## config.mk

```make
export PLATFORM = sky130hd
export DESIGN_NAME = oobh_handshake
export DESIGN_NICKNAME = d
export VERILOG_FILES = /design/src/core/oobh_handshake.v
export VERILOG_INCLUDE_DIRS = /design/src /design/src/core
export SDC_FILE = /design/constraint.sdc
export NUM_CORES = 1
export LEC_CHECK = 0
export BUFFER_PORTS_ARGS = -buffer_cell sky130_fd_sc_hd__buf_2
export CAP_MARGIN = 20
export CORE_MARGIN = 5
export CORE_UTILIZATION = 48
export CTS_CLUSTER_DIAMETER = 40
export CTS_CLUSTER_SIZE = 10
export DETAILED_ROUTE_END_ITERATION = 6
export SETUP_SLACK_MARGIN = 0.3
export SYNTH_ARGS = -nofsm -noshare
export SYNTH_HDL_FRONTEND = slang
export SYNTH_SLANG_ARGS = --single-unit
```

## constraint.sdc

```tcl
create_clock -name SYS_CLK -period 6 [get_ports SYS_CLK]
set_input_delay 0.9 -clock SYS_CLK [delete_from_list [all_inputs] [get_ports SYS_CLK]]
set_output_delay 0.9 -clock SYS_CLK [all_outputs]
set_load 0.01 [all_outputs]
```

## src/core/oobh_regs.vh

```
`ifndef OOBH_REGS_VH
`define OOBH_REGS_VH

// Core clock rate in kHz
`define OOBH_CLK_KHZ          10000
// Timer periods in their own units
`define OOBH_HOTPLUG_MS       100
`define OOBH_HOTPLUG_MIN_MS   10
`define OOBH_HOTPLUG_MAX_MS   500
`define OOBH_IDDET_NS         3500
`define OOBH_SNW_NS           109220
`define OOBH_ALIGN_US         880
`define OOBH_SYNC_LOSS_US     100
// Derived cycle counts (least times round up, longest round down)
`define OOBH_HOTPLUG_CYC      (`OOBH_HOTPLUG_MS * `OOBH_CLK_KHZ)
`define OOBH_IDDET_CYC        ((`OOBH_IDDET_NS * (`OOBH_CLK_KHZ / 1000)) / 1000)
`define OOBH_SNW_CYC          ((`OOBH_SNW_NS * (`OOBH_CLK_KHZ / 1000) + 999) / 1000)
`define OOBH_ALIGN_CYC        (`OOBH_ALIGN_US * (`OOBH_CLK_KHZ / 1000))
`define OOBH_SYNC_LOSS_CYC    (`OOBH_SYNC_LOSS_US * (`OOBH_CLK_KHZ / 1000))

`define OOBH_TMR_W            24
`define OOBH_ST_W             11

`endif

```

## src/core/oobh_handshake.v

```verilog
`timescale 1ns/1ps
`include "oobh_regs.vh"

module oobh_handshake #(
    parameter [`OOBH_TMR_W-1:0] HOTPLUG_CYC = `OOBH_HOTPLUG_CYC,
    parameter [`OOBH_TMR_W-1:0] IDDET_CYC   = `OOBH_IDDET_CYC,
    parameter [`OOBH_TMR_W-1:0] SNW_CYC     = `OOBH_SNW_CYC,
    parameter [`OOBH_TMR_W-1:0] ALIGN_CYC   = `OOBH_ALIGN_CYC,
    parameter [`OOBH_TMR_W-1:0] SYNC_CYC    = `OOBH_SYNC_LOSS_CYC,
    parameter                   LEGACY_SUPPORT = 1'b1
) (
    input  wire SYS_CLK,
    input  wire RST,
    input  wire POWER_ON_RESET_IN,
    input  wire UPPER_LAYER_RESET,
    input  wire INIT_DETECT_STROBE,
    input  wire ID_DETECT_STROBE,
    input  wire ID_END_DETECT,
    input  wire INIT_SENT_STROBE,
    input  wire ID_SENT_STROBE,
    input  wire NEGOTIATE_FAIL,
    input  wire NEGOTIATE_DONE,
    input  wire LEGACY_ALIGN_SEEN,
    input  wire LEGACY_READY,
    input  wire SYNC_LOST,
    output reg  SEND_INIT_BURST,
    output reg  SEND_ID_BURST,
    output reg  NEGOTIATE_START,
    output reg  LEGACY_START,
    output reg  LINK_READY_OUT,
    output reg  FALLBACK_FLAG,
    output reg  SUCCESS_FLAG,
    output reg  SYNC_MON_ENABLE,
    output reg  [`OOBH_ST_W-1:0] STATE
);

////////////////////////////////////////////////////////////////////////////////
// One-hot states; negotiation and emulation are entry points only

localparam [`OOBH_ST_W-1:0] ST_RESET          = 11'h001;
localparam [`OOBH_ST_W-1:0] ST_AWAIT_OOB      = 11'h002;
localparam [`OOBH_ST_W-1:0] ST_SEND_ID_BURST  = 11'h004;
localparam [`OOBH_ST_W-1:0] ST_WAIT_ID_END    = 11'h008;
localparam [`OOBH_ST_W-1:0] ST_AWAIT_ID_BURST = 11'h010;
localparam [`OOBH_ST_W-1:0] ST_NEGOTIATE      = 11'h020;
localparam [`OOBH_ST_W-1:0] ST_NEG_FAIL_WAIT  = 11'h040;
localparam [`OOBH_ST_W-1:0] ST_LINK_READY     = 11'h080;
localparam [`OOBH_ST_W-1:0] ST_LEGACY_ALIGN   = 11'h100;
localparam [`OOBH_ST_W-1:0] ST_LEGACY_READY   = 11'h200;
localparam [`OOBH_ST_W-1:0] ST_SPARE          = 11'h400;

localparam [`OOBH_TMR_W-1:0] TMR_ZERO = 24'h000000;
localparam [`OOBH_TMR_W-1:0] TMR_ONE  = 24'h000001;

////////////////////////////////////////////////////////////////////////////////
// Pin synchronisers: all link-side inputs come from the analog front end

// Lane positions in the synchroniser word
localparam NSYNC     = 12;
localparam L_POR     = 11;
localparam L_UPPER   = 10;
localparam L_INITDET = 9;
localparam L_IDDET   = 8;
localparam L_IDEND   = 7;
localparam L_INITSNT = 6;
localparam L_IDSNT   = 5;
localparam L_NEGFAIL = 4;
localparam L_NEGDONE = 3;
localparam L_ALIGN   = 2;
localparam L_LEGRDY  = 1;
localparam L_SYNCLST = 0;

reg  [NSYNC-1:0] sync1_ff;
reg  [NSYNC-1:0] sync2_ff;
wire [NSYNC-1:0] raw_in;

assign raw_in = {POWER_ON_RESET_IN, UPPER_LAYER_RESET, INIT_DETECT_STROBE,
                 ID_DETECT_STROBE, ID_END_DETECT, INIT_SENT_STROBE,
                 ID_SENT_STROBE, NEGOTIATE_FAIL, NEGOTIATE_DONE,
                 LEGACY_ALIGN_SEEN, LEGACY_READY, SYNC_LOST};

always @(posedge SYS_CLK) begin
    if (RST) begin
        sync1_ff <= {NSYNC{1'b0}};
        sync2_ff <= {NSYNC{1'b0}};
    end else begin
        sync1_ff <= raw_in;
        sync2_ff <= sync1_ff;
    end
end

wire por_s        = sync2_ff[L_POR];
wire upper_rst_s  = sync2_ff[L_UPPER];
wire init_det_s   = sync2_ff[L_INITDET];
wire id_det_s     = sync2_ff[L_IDDET];
wire id_end_s     = sync2_ff[L_IDEND];
wire init_sent_s  = sync2_ff[L_INITSNT];
wire id_sent_s    = sync2_ff[L_IDSNT];
wire neg_fail_s   = sync2_ff[L_NEGFAIL];
wire neg_done_s   = sync2_ff[L_NEGDONE];
wire align_s      = sync2_ff[L_ALIGN];
wire leg_ready_s  = sync2_ff[L_LEGRDY];
wire sync_lost_s  = sync2_ff[L_SYNCLST];

////////////////////////////////////////////////////////////////////////////////
// Handshake state machine

reg  [`OOBH_ST_W-1:0]  state_ff;
reg  [`OOBH_ST_W-1:0]  nxt_state;
reg  [`OOBH_ST_W-1:0]  prev_state_ff;
reg                    init_rx_ff;
reg                    nxt_init_rx;
reg                    id_rx_ff;
reg                    nxt_id_rx;
reg  [`OOBH_TMR_W-1:0] hotplug_ff;
reg  [`OOBH_TMR_W-1:0] iddet_ff;
reg  [`OOBH_TMR_W-1:0] snw_ff;
reg  [`OOBH_TMR_W-1:0] align_ff;
reg  [`OOBH_TMR_W-1:0] sync_ff;

wire entered     = (state_ff != prev_state_ff);
wire hotplug_exp = (hotplug_ff == TMR_ONE);
wire iddet_exp   = (iddet_ff == TMR_ONE);
wire align_exp   = (align_ff == TMR_ONE);
wire sync_exp    = (sync_ff == TMR_ONE);
// Sync loss only counts once the link is up
wire sync_watch  = sync_lost_s & SYNC_MON_ENABLE;

always @* begin
    nxt_state   = state_ff;
    nxt_init_rx = init_rx_ff;
    nxt_id_rx   = id_rx_ff;
    case (state_ff)
        ST_RESET: begin
            // Remember a reset burst seen while ours is going out
            if (init_det_s)
                nxt_init_rx = 1'b1;
            if (id_det_s)
                nxt_state = ST_SEND_ID_BURST;
            else if (!por_s && init_sent_s) begin
                if (init_rx_ff || init_det_s)
                    nxt_state = ST_SEND_ID_BURST;
                else
                    nxt_state = ST_AWAIT_OOB;
            end
        end
        ST_AWAIT_OOB: begin
            if (init_det_s || id_det_s)
                nxt_state = ST_SEND_ID_BURST;
            else if (hotplug_exp && !entered)
                nxt_state = ST_RESET;
        end
        ST_SEND_ID_BURST: begin
            if (id_det_s)
                nxt_id_rx = 1'b1;
            if (id_sent_s) begin
                if (id_rx_ff || id_det_s)
                    nxt_state = ST_WAIT_ID_END;
                else
                    nxt_state = ST_AWAIT_ID_BURST;
            end
        end
        ST_WAIT_ID_END: begin
            if (id_end_s)
                nxt_state = ST_NEGOTIATE;
        end
        ST_AWAIT_ID_BURST: begin
            // A legacy target may answer our identify burst with a reset burst
            if (id_det_s)
                nxt_state = ST_WAIT_ID_END;
            else if (init_det_s && LEGACY_SUPPORT)
                nxt_state = ST_LEGACY_ALIGN;
            else if (iddet_exp && !entered) begin
                if (LEGACY_SUPPORT)
                    nxt_state = ST_LEGACY_ALIGN;
                else
                    nxt_state = ST_AWAIT_OOB;
            end
        end
        ST_NEGOTIATE: begin
            // Negotiation runs outside; only its verdict is seen here
            if (neg_fail_s)
                nxt_state = ST_NEG_FAIL_WAIT;
            else if (neg_done_s)
                nxt_state = ST_LINK_READY;
        end
        ST_NEG_FAIL_WAIT: begin
            // Full hot-plug wait, then restart from reset bursts
            if (hotplug_exp && !entered)
                nxt_state = ST_RESET;
        end
        ST_LINK_READY: begin
            if (init_det_s)
                nxt_state = ST_RESET;
        end
        ST_LEGACY_ALIGN: begin
            // Emulation itself is outside; only the align watchdog lives here
            if (align_s)
                nxt_state = ST_LEGACY_READY;
            else if (align_exp && !entered)
                nxt_state = ST_RESET;
        end
        ST_LEGACY_READY: begin
            if (init_det_s)
                nxt_state = ST_RESET;
        end
        default: begin
            nxt_state = ST_RESET;
        end
    endcase
    if (sync_watch && sync_exp)
        nxt_state = ST_RESET;
    if (por_s || upper_rst_s)
        nxt_state = ST_RESET;
    // Forced resets come first so entry to reset from any other state drops all burst memory
    if (state_ff != ST_RESET && nxt_state == ST_RESET)
        nxt_init_rx = 1'b0;
    if (nxt_state != ST_SEND_ID_BURST)
        nxt_id_rx = 1'b0;
end

always @(posedge SYS_CLK) begin
    if (RST) begin
        state_ff      <= ST_RESET;
        prev_state_ff <= ST_SPARE;
        init_rx_ff    <= 1'b0;
        id_rx_ff      <= 1'b0;
    end else begin
        state_ff      <= nxt_state;
        prev_state_ff <= state_ff;
        init_rx_ff    <= (nxt_state == ST_RESET && state_ff != ST_RESET) ? 1'b0
                                                                        : nxt_init_rx;
        id_rx_ff      <= nxt_id_rx;
    end
end

////////////////////////////////////////////////////////////////////////////////
// Timers: independent countdowns reloaded on state entry, except sync-loss, which reloads while no loss is watched
// A value of one marks expiry; zero means idle.

always @(posedge SYS_CLK) begin
    if (RST) begin
        hotplug_ff <= TMR_ZERO;
        iddet_ff   <= TMR_ZERO;
        snw_ff     <= TMR_ZERO;
        align_ff   <= TMR_ZERO;
        sync_ff    <= TMR_ZERO;
    end else begin
        // Shared by await and failure-wait states, which never overlap
        if (entered && (state_ff == ST_AWAIT_OOB || state_ff == ST_NEG_FAIL_WAIT))
            hotplug_ff <= HOTPLUG_CYC;
        else if (hotplug_ff > TMR_ONE)
            hotplug_ff <= hotplug_ff - TMR_ONE;
        if (entered && state_ff == ST_AWAIT_ID_BURST)
            iddet_ff <= IDDET_CYC;
        else if (iddet_ff > TMR_ONE)
            iddet_ff <= iddet_ff - TMR_ONE;
        // Window timer reloads each period while negotiating; no output carries it
        if (entered && state_ff == ST_NEGOTIATE)
            snw_ff <= SNW_CYC;
        else if (snw_ff == TMR_ONE)
            snw_ff <= (state_ff == ST_NEGOTIATE) ? SNW_CYC : TMR_ZERO;
        else if (snw_ff > TMR_ONE)
            snw_ff <= snw_ff - TMR_ONE;
        if (entered && state_ff == ST_LEGACY_ALIGN)
            align_ff <= ALIGN_CYC;
        else if (align_ff > TMR_ONE)
            align_ff <= align_ff - TMR_ONE;
        // Sync-loss counter runs only while loss persists
        if (!sync_watch)
            sync_ff <= SYNC_CYC;
        else if (sync_ff > TMR_ONE)
            sync_ff <= sync_ff - TMR_ONE;
    end
end

////////////////////////////////////////////////////////////////////////////////
// Registered outputs

always @(posedge SYS_CLK) begin
    if (RST) begin
        SEND_INIT_BURST <= 1'b1;
        SEND_ID_BURST   <= 1'b0;
        NEGOTIATE_START <= 1'b0;
        LEGACY_START    <= 1'b0;
        LINK_READY_OUT  <= 1'b0;
        FALLBACK_FLAG   <= 1'b0;
        SUCCESS_FLAG    <= 1'b0;
        SYNC_MON_ENABLE <= 1'b0;
        STATE           <= ST_RESET;
    end else begin
        // Generator repeats six-burst groups while this level holds
        SEND_INIT_BURST <= (nxt_state == ST_RESET);
        SEND_ID_BURST   <= (nxt_state == ST_SEND_ID_BURST);
        NEGOTIATE_START <= (nxt_state == ST_NEGOTIATE) && (state_ff != ST_NEGOTIATE);
        LEGACY_START    <= (nxt_state == ST_LEGACY_ALIGN) && (state_ff != ST_LEGACY_ALIGN);
        LINK_READY_OUT  <= (nxt_state == ST_LINK_READY) || (nxt_state == ST_LEGACY_READY)
                           && leg_ready_s;
        // Clear on reset entry wins over a same-cycle set
        if (nxt_state == ST_RESET) begin
            FALLBACK_FLAG <= 1'b0;
            SUCCESS_FLAG  <= 1'b0;
        end else begin
            if (state_ff == ST_NEGOTIATE && neg_done_s)
                SUCCESS_FLAG <= 1'b1;
            if (state_ff == ST_NEGOTIATE && neg_fail_s && SUCCESS_FLAG)
                FALLBACK_FLAG <= 1'b1;
        end
        SYNC_MON_ENABLE <= (nxt_state == ST_LINK_READY) || (nxt_state == ST_LEGACY_READY);
        STATE           <= nxt_state;
    end
end

endmodule

```

==> flow_summary.json, run 1 <==
{
  "status": "finished clean",
  "cp.depth": 7,
  "ioPinCount": 33,
  "post_cts_buffers": 0,
  "timing.final.crit_share_pct": 48.7,
  "wl_met2_mm": 6.97,
  "wl_met1_mm": 6.68,
  "gp_congestion": 0.910,
  "cts_resized": 0,
  "hold_slack_ns": 0.423,
  "clkSinkCount": 152,
  "cts_hold_buf": 0,
  "postSynthRegisterBits": 152,
  "netlist_top_cells_count": "dfxtp_1 (152), nor2_1 (124), xnor2_1 (71)",
  "insertion_delay_ns": 0.43,
  "floorplan.initialDensity_pct": 48.7,
  "routed_wl_mm": 14.5,
  "drt_iter0_markers": 284,
  "synth_top_area_share_pct": 45.4,
  "ys.warnings.count": 0,
  "power-per-cell-area_nw_per_um2": 504,
  "skew_ns": 0.00957,
  "synth_top_family_by_area": "simple AND/OR/NAND/NOR gates",
  "rows": 43,
  "worstMarginPinSlew_ns": 0.943,
  "synth_compound_area_share_pct": 9.27,
  "clk_pin_slew_ns": 0.06,
  "final-hold-violation-count": 0,
  "yosys.area_share.simple_pct": 28.1,
  "wire_per_inst_um": 14.9,
  "syn_area_um2": 6710,
  "cp_cell_sequence": "or4_1 > or3_1 > nor3b_2 > nor3b_1 > o31ai_1 > a21oi_1 > a21o_1",
  "cp-end-kind": "register",
  "cts_made_buffers": 17,
  "grt_pass1_vias": 5162,
  "critPathMaxStageDelay_ns": 0.63,
  "total_power_w": 0.00383,
  "cp_num_buf_inv": 0,
  "ys.flop_type": "dfxtp_1",
  "synth-xor-area-share_pct": 12.9,
  "track_usage_pct": 18.3,
  "grt_overflow": 0,
  "reg2reg_depth": 7,
  "ys_types": 60,
  "yosysMostFrequentCell": "dfxtp_1",
  "critPathTopFamily": "simple AND/OR/NAND/NOR gates",
  "critPathArrivalTime_ns": 3.29,
  "firstDrtPassIters": 4,
  "finalWorstSetupSlack_ns": 3.08,
  "portBuffers": 32,
  "max_freq_ghz": 0.342,
  "tns_ns": 0,
  "setup_viol_count_final": 0,
  "drc": 0,
  "cts_root_buf": "clkbuf_16",
  "muxShareOfSynthArea_pct": 0,
  "grt_pass1_wl_mm": 24.4,
  "maxCapViolations": 0,
  "top_layer_used": "met4",
  "antenna_found_initial": 0,
  "pre_cts_slack_ns": 3.10,
  "finalWorstPathRequiredPeriod_ns": 2.92,
  "crit_fanout": 15,
  "whs_path_depth": 1,
  "yosys.area.top_type": "dfxtp_1",
  "num_vias": 5276,
  "p_leak_nw": 2.89,
  "synth-adder-area-share_pct": 1.49,
  "viasPerCell": 5.43,
  "synthCells": 755,
  "slew_viol_final": 0,
  "die_h_um": 128,
  "post_dp_cell_area_um2": 6990,
  "max-vdd-ir-drop_uv": 294,
  "cp-start-kind": "register",
  "hp-class": "reg2reg",
  "max_slew_margin_pct": 36.6,
  "synth_edf_count": 0,
  "seq_area_frac_synth_pct": 45.4,
  "cts_max_path_buffers": 2,
  "crit_path_top_delay_cell": "or4_1",
  "met3_length_um": 662,
  "area_growth_syn_to_layout_pct": 13.2,
  "stdcell_area_um2": 7590,
  "rsz0062_at_grt": "no",
  "fillers": 1295,
  "yosys-top-cells-area": "dfxtp_1 (45%), xnor2_1 (9.3%), nor2_1 (6.9%)",
  "critical_path_class": "reg2reg",
  "antennaDiodeCount": 0,
  "chipWidth_um": 128,
  "syn-num-nets": 777,
  "final_net_count": 801,
  "cts_tree": "built",
  "core_area_um2": 13800,
  "dp_hpwl_mm": 10.2,
  "postSynth.asyncResetShare_pct": 0,
  "h-tree-depth": 4,
  "grt_max_degree": 58,
  "die_area_um2": 16400,
  "avgSynthCellArea_um2": 8.88,
  "crit_required_ns": 6.37,
  "drive_gt1_share_pct": 9.85,
  "antenna_left": 0
}
stage by stage:
stage	utilization, %	instances
global placement	50.7	940
CTS	55.1	972
finish	55.1	972
detailed placement	50.7	940
global route	55.1	972
floorplan	-	755
sequential cells by signal, indices dropped and copies added (netlist names), 11 cells and up:
name           flops
prev_state_ff     11
align_ff          24
hotplug_ff        24
iddet_ff          24
STATE             11
sync1_ff          12
sync2_ff          12
sync_ff           24
area by class of cell:
| class | count | area (um^2) | area share, % |
|---|---|---|---|
| flip-flops and latches | 152 | 3040 | 40.1 |
| multi-input cells | 558 | 3480 | 45.8 |
| clock buffers | 21 | 460 | 6.06 |
| inverters | 15 | 56.3 | 0.741 |
| clock inverters | 11 | 148 | 1.94 |
| well taps | 180 | 225 | 2.97 |
| repair buffers | 35 | 183 | 2.41 |
worst paths after layout:
| path | endpoint | start | slack, ns |
|---|---|---|---|
| worst max-delay path | LINK_READY_OUT$_SDFF_PP0_ | STATE[1]$_SDFF_PP0_ | 3.08 |
| worst max register to register | LINK_READY_OUT$_SDFF_PP0_ | STATE[1]$_SDFF_PP0_ | 3.08 |
| worst min-delay path | LINK_READY_OUT$_SDFF_PP0_ | sync2_ff[1]$_SDFF_PP0_ | 0.42 |
| worst min register to register | LINK_READY_OUT$_SDFF_PP0_ | sync2_ff[1]$_SDFF_PP0_ | 0.42 |
report_power, final:
group / total (W) / leakage [nW] / switching, W / internal [W]
clock: 0.00109 / 0.285 / 0.000416 / 0.000675
combinational: 0.00134 / 1.36 / 0.000743 / 0.000597
sequential: 0.00140 / 1.24 / 0.000189 / 0.00121
total: 0.00383 / 2.89 / 0.00135 / 0.00248
cells in the final DEF, fill, tap and decap left out, types with 15 or more instances in the layout:
| cell type | n |
|---|---|
| dfxtp_1 | 152 |
| nor2_1 | 124 |
| xnor2_1 | 71 |
| nor2b_1 | 45 |
| a21oi_1 | 40 |
| buf_2 | 32 |
| nand2_1 | 30 |
| xor2_1 | 28 |
| nor3_1 | 26 |
| nor4_1 | 26 |
| clkbuf_16 | 17 |
| or3_1 | 16 |
| inv_1 | 15 |
cell families (layout without fill, tap and decap cells):
family          Yosys count  after routing
compound gates           95             95
xor+xnor                 99             99
buf+inv                  45             82
flops                   152            152
other cells               1              1
simple gates            355            355
fa+ha+maj                 8              8
layer usage:
layer	vias up	GRT usage (%)
met4	0	6.87
met3	19	4.46
met2	108	30.4
li1	2674	-
met5	-	0
met1	2475	23.2
Power figures use the tool's default switching activity.
==> run 2: changes to the inputs <==
==> constraint.sdc (replaced) <==
create_clock -name SYS_CLK -period 2.97 [get_ports SYS_CLK]
set_input_delay 0.4455 -clock SYS_CLK [delete_from_list [all_inputs] [get_ports SYS_CLK]]
set_output_delay 0.4455 -clock SYS_CLK [all_outputs]
set_load 0.01 [all_outputs]
==> run 2 against run 1 <==
  * Clock skew shrank 0.0031 ns
  * Fmax grew 8.8%
  * Power grew 110%
  * Register-to-register slack lost 2.8 ns
  * Non-clock buffer count grew 27
  * Flip-flop and latch count is the same
  * Final area grew 4.2%
  * Clock power grew 110%
==> flow_summary.json, run 2 (same netlist as run 1, synthesis figures left out) <==
{
  "regToRegEndpoint": "SYNC_MON_ENABLE$_SDFF_PP0_",
  "firstDrtPassIters": 6,
  "worstMarginPinSlew_ns": 0.620,
  "portBuffers": 32,
  "critPathTopFamily": "simple AND/OR/NAND/NOR gates",
  "max-vdd-ir-drop_uv": 751,
  "critPathMaxStageDelay_ns": 0.58,
  "grt_pass1_wl_mm": 24.7,
  "final-hold-violation-count": 0,
  "insertion_delay_ns": 0.43,
  "clk_pin_slew_ns": 0.06,
  "worstHoldStart": "INIT_DETECT_STROBE",
  "h-tree-depth": 4,
  "viasPerCell": 5.46,
  "status": "finished clean",
  "p_leak_nw": 3.06,
  "rows": 43,
  "cts_root_buf": "clkbuf_16",
  "cts_made_buffers": 17,
  "whs_path_depth": 2,
  "die_h_um": 128,
  "drt_iter0_markers": 338,
  "num_vias": 5452,
  "grt_use_met3_pct": 5.75,
  "ioPinCount": 33,
  "final_util_pct": 57.4,
  "r2r_slack_ns": 0.29,
  "grt_max_degree": 57,
  "drive_gt1_share_pct": 15.3,
  "setup_viol_count_final": 0,
  "antenna_found_initial": 0,
  "stdcell_count": 999,
  "max_freq_ghz": 0.373,
  "finalWorstPathRequiredPeriod_ns": 2.68,
  "track_usage_pct": 18.6,
  "crit_path_top_delay_cell": "or4b_4",
  "drc": 0,
  "slew_viol_final": 0,
  "tns_ns": 0,
  "final_net_count": 828,
  "min_to": "sync1_ff[9]$_SDFF_PP0_",
  "grt_overflow": 0,
  "rsz0062_at_grt": "yes",
  "skew_ns": 0.00644,
  "cp-start-kind": "register",
  "area_growth_syn_to_layout_pct": 18.0,
  "wire_per_inst_um": 15.0,
  "cp-end-kind": "register",
  "antennaDiodeCount": 0,
  "timing.final.crit_share_pct": 90.3,
  "core_area_um2": 13800,
  "crit_fanout": 8,
  "grt_util_met1_pct": 22.3,
  "die_area_um2": 16400,
  "gp_congestion": 0.900,
  "cp_cell_sequence": "or4_4 > or4b_4 > nor4_2 > a31oi_1 > o41ai_2 > a21oi_2 > or2_1",
  "cp_num_buf_inv": 0,
  "ff_latch_area_um2": 3050,
  "regToRegStartpoint": "hotplug_ff[3]$_SDFFE_PP0P_",
  "antenna_left": 0,
  "reg2reg_depth": 7,
  "cts_tree": "built",
  "clkSinkCount": 152,
  "critPathArrivalTime_ns": 2.99,
  "top_usage_layer": "met2",
  "maxCapViolations": 0,
  "crit_required_ns": 3.28,
  "power-per-cell-area_nw_per_um2": 1030,
  "hp-class": "in2reg",
  "fillers": 1280,
  "total_power_w": 0.00817,
  "routed_wl_mm": 15.0,
  "mostFrequentLayoutCell": "dfxtp_1",
  "grt_pass1_vias": 5278,
  "final_cell_mix": "dfxtp_1 (148), nor2_1 (122), xnor2_1 (71)",
  "chipWidth_um": 128,
  "multi_input_area_um2": 3560,
  "cts_hold_buf": 0,
  "dp_cells": 962,
  "grtUsageMet2_pct": 31.0,
  "max_slew_margin_pct": 58.3,
  "dp_hpwl_mm": 10.4,
  "cts_max_path_buffers": 2,
  "critical_path_class": "reg2reg",
  "floorplan.initialDensity_pct": 48.7
}
-- run 2: timing repair --
item / in CTS / in global routing
setup endpoints to repair: 26 / 32
setup buffers: 0 / 5
pin swaps: 3 / 7
resized for setup: 5 / 18
-- run 2: metrics by stage --
step                hold WS, ns  worst slack [ns]  instance area (um^2)
finish                    0.226             0.287                  7910
global route              0.222             0.201                  7910
CTS                       0.212             0.292                  7800
detailed placement        0.424             0.200                  7150
global placement          0.417             0.220                  7150
floorplan                 0.403             0.318                  6710
-- run 2: worst max-delay path by stage --
stage               cells after the start  slack (ns)                  startpoint                    endpoint
finish                                  7        0.29  hotplug_ff[3]$_SDFFE_PP0P_  SYNC_MON_ENABLE$_SDFF_PP0_
global placement                        7        0.22   iddet_ff[12]$_SDFFE_PP0N_  SYNC_MON_ENABLE$_SDFF_PP0_
global route                            7        0.20  hotplug_ff[3]$_SDFFE_PP0P_  SYNC_MON_ENABLE$_SDFF_PP0_
detailed placement                      7        0.20   iddet_ff[12]$_SDFFE_PP0N_  SYNC_MON_ENABLE$_SDFF_PP0_
floorplan                               9        0.32   iddet_ff[12]$_SDFFE_PP0N_   iddet_ff[16]$_SDFFE_PP0N_
CTS                                     7        0.29  hotplug_ff[3]$_SDFFE_PP0P_  SYNC_MON_ENABLE$_SDFF_PP0_
-- run 2: layer usage --
metal  share of wire (%)  up-vias  wire [um]
met5                   0        -          0
li1                    -     2732          -
met3                 4.5       33        675
met2                  49      112       7290
met4                 2.8        0        415
met1                  44     2575       6570
-- run 2: power by group --
part	total (W)	internal (W)	switching (W)
registers	0.00283	0.00245	0.000375
clock network	0.00229	0.00145	0.000843
logic	0.00305	0.00143	0.00162
total	0.00817	0.00533	0.00284
-- run 2: cell type report --
class	count	share of cell area [%]
Multi-Input combinational cell	558	45.1
Sequential cell	152	38.6
Clock buffer	20	5.77
Timing Repair Buffer	62	4.87
Tap cell	180	2.85
Clock inverter	12	2.20
Inverter	15	0.712
-- run 2: worst reg2reg max path, delay by kind of cell (launching register included) --
| family | cells | cell delay (ns) |
|---|---|---|
| and+or+nand+nor | 4 | 1.62 |
| DFF | 1 | 0.34 |
| AOI/OAI and AO/OA | 3 | 0.61 |
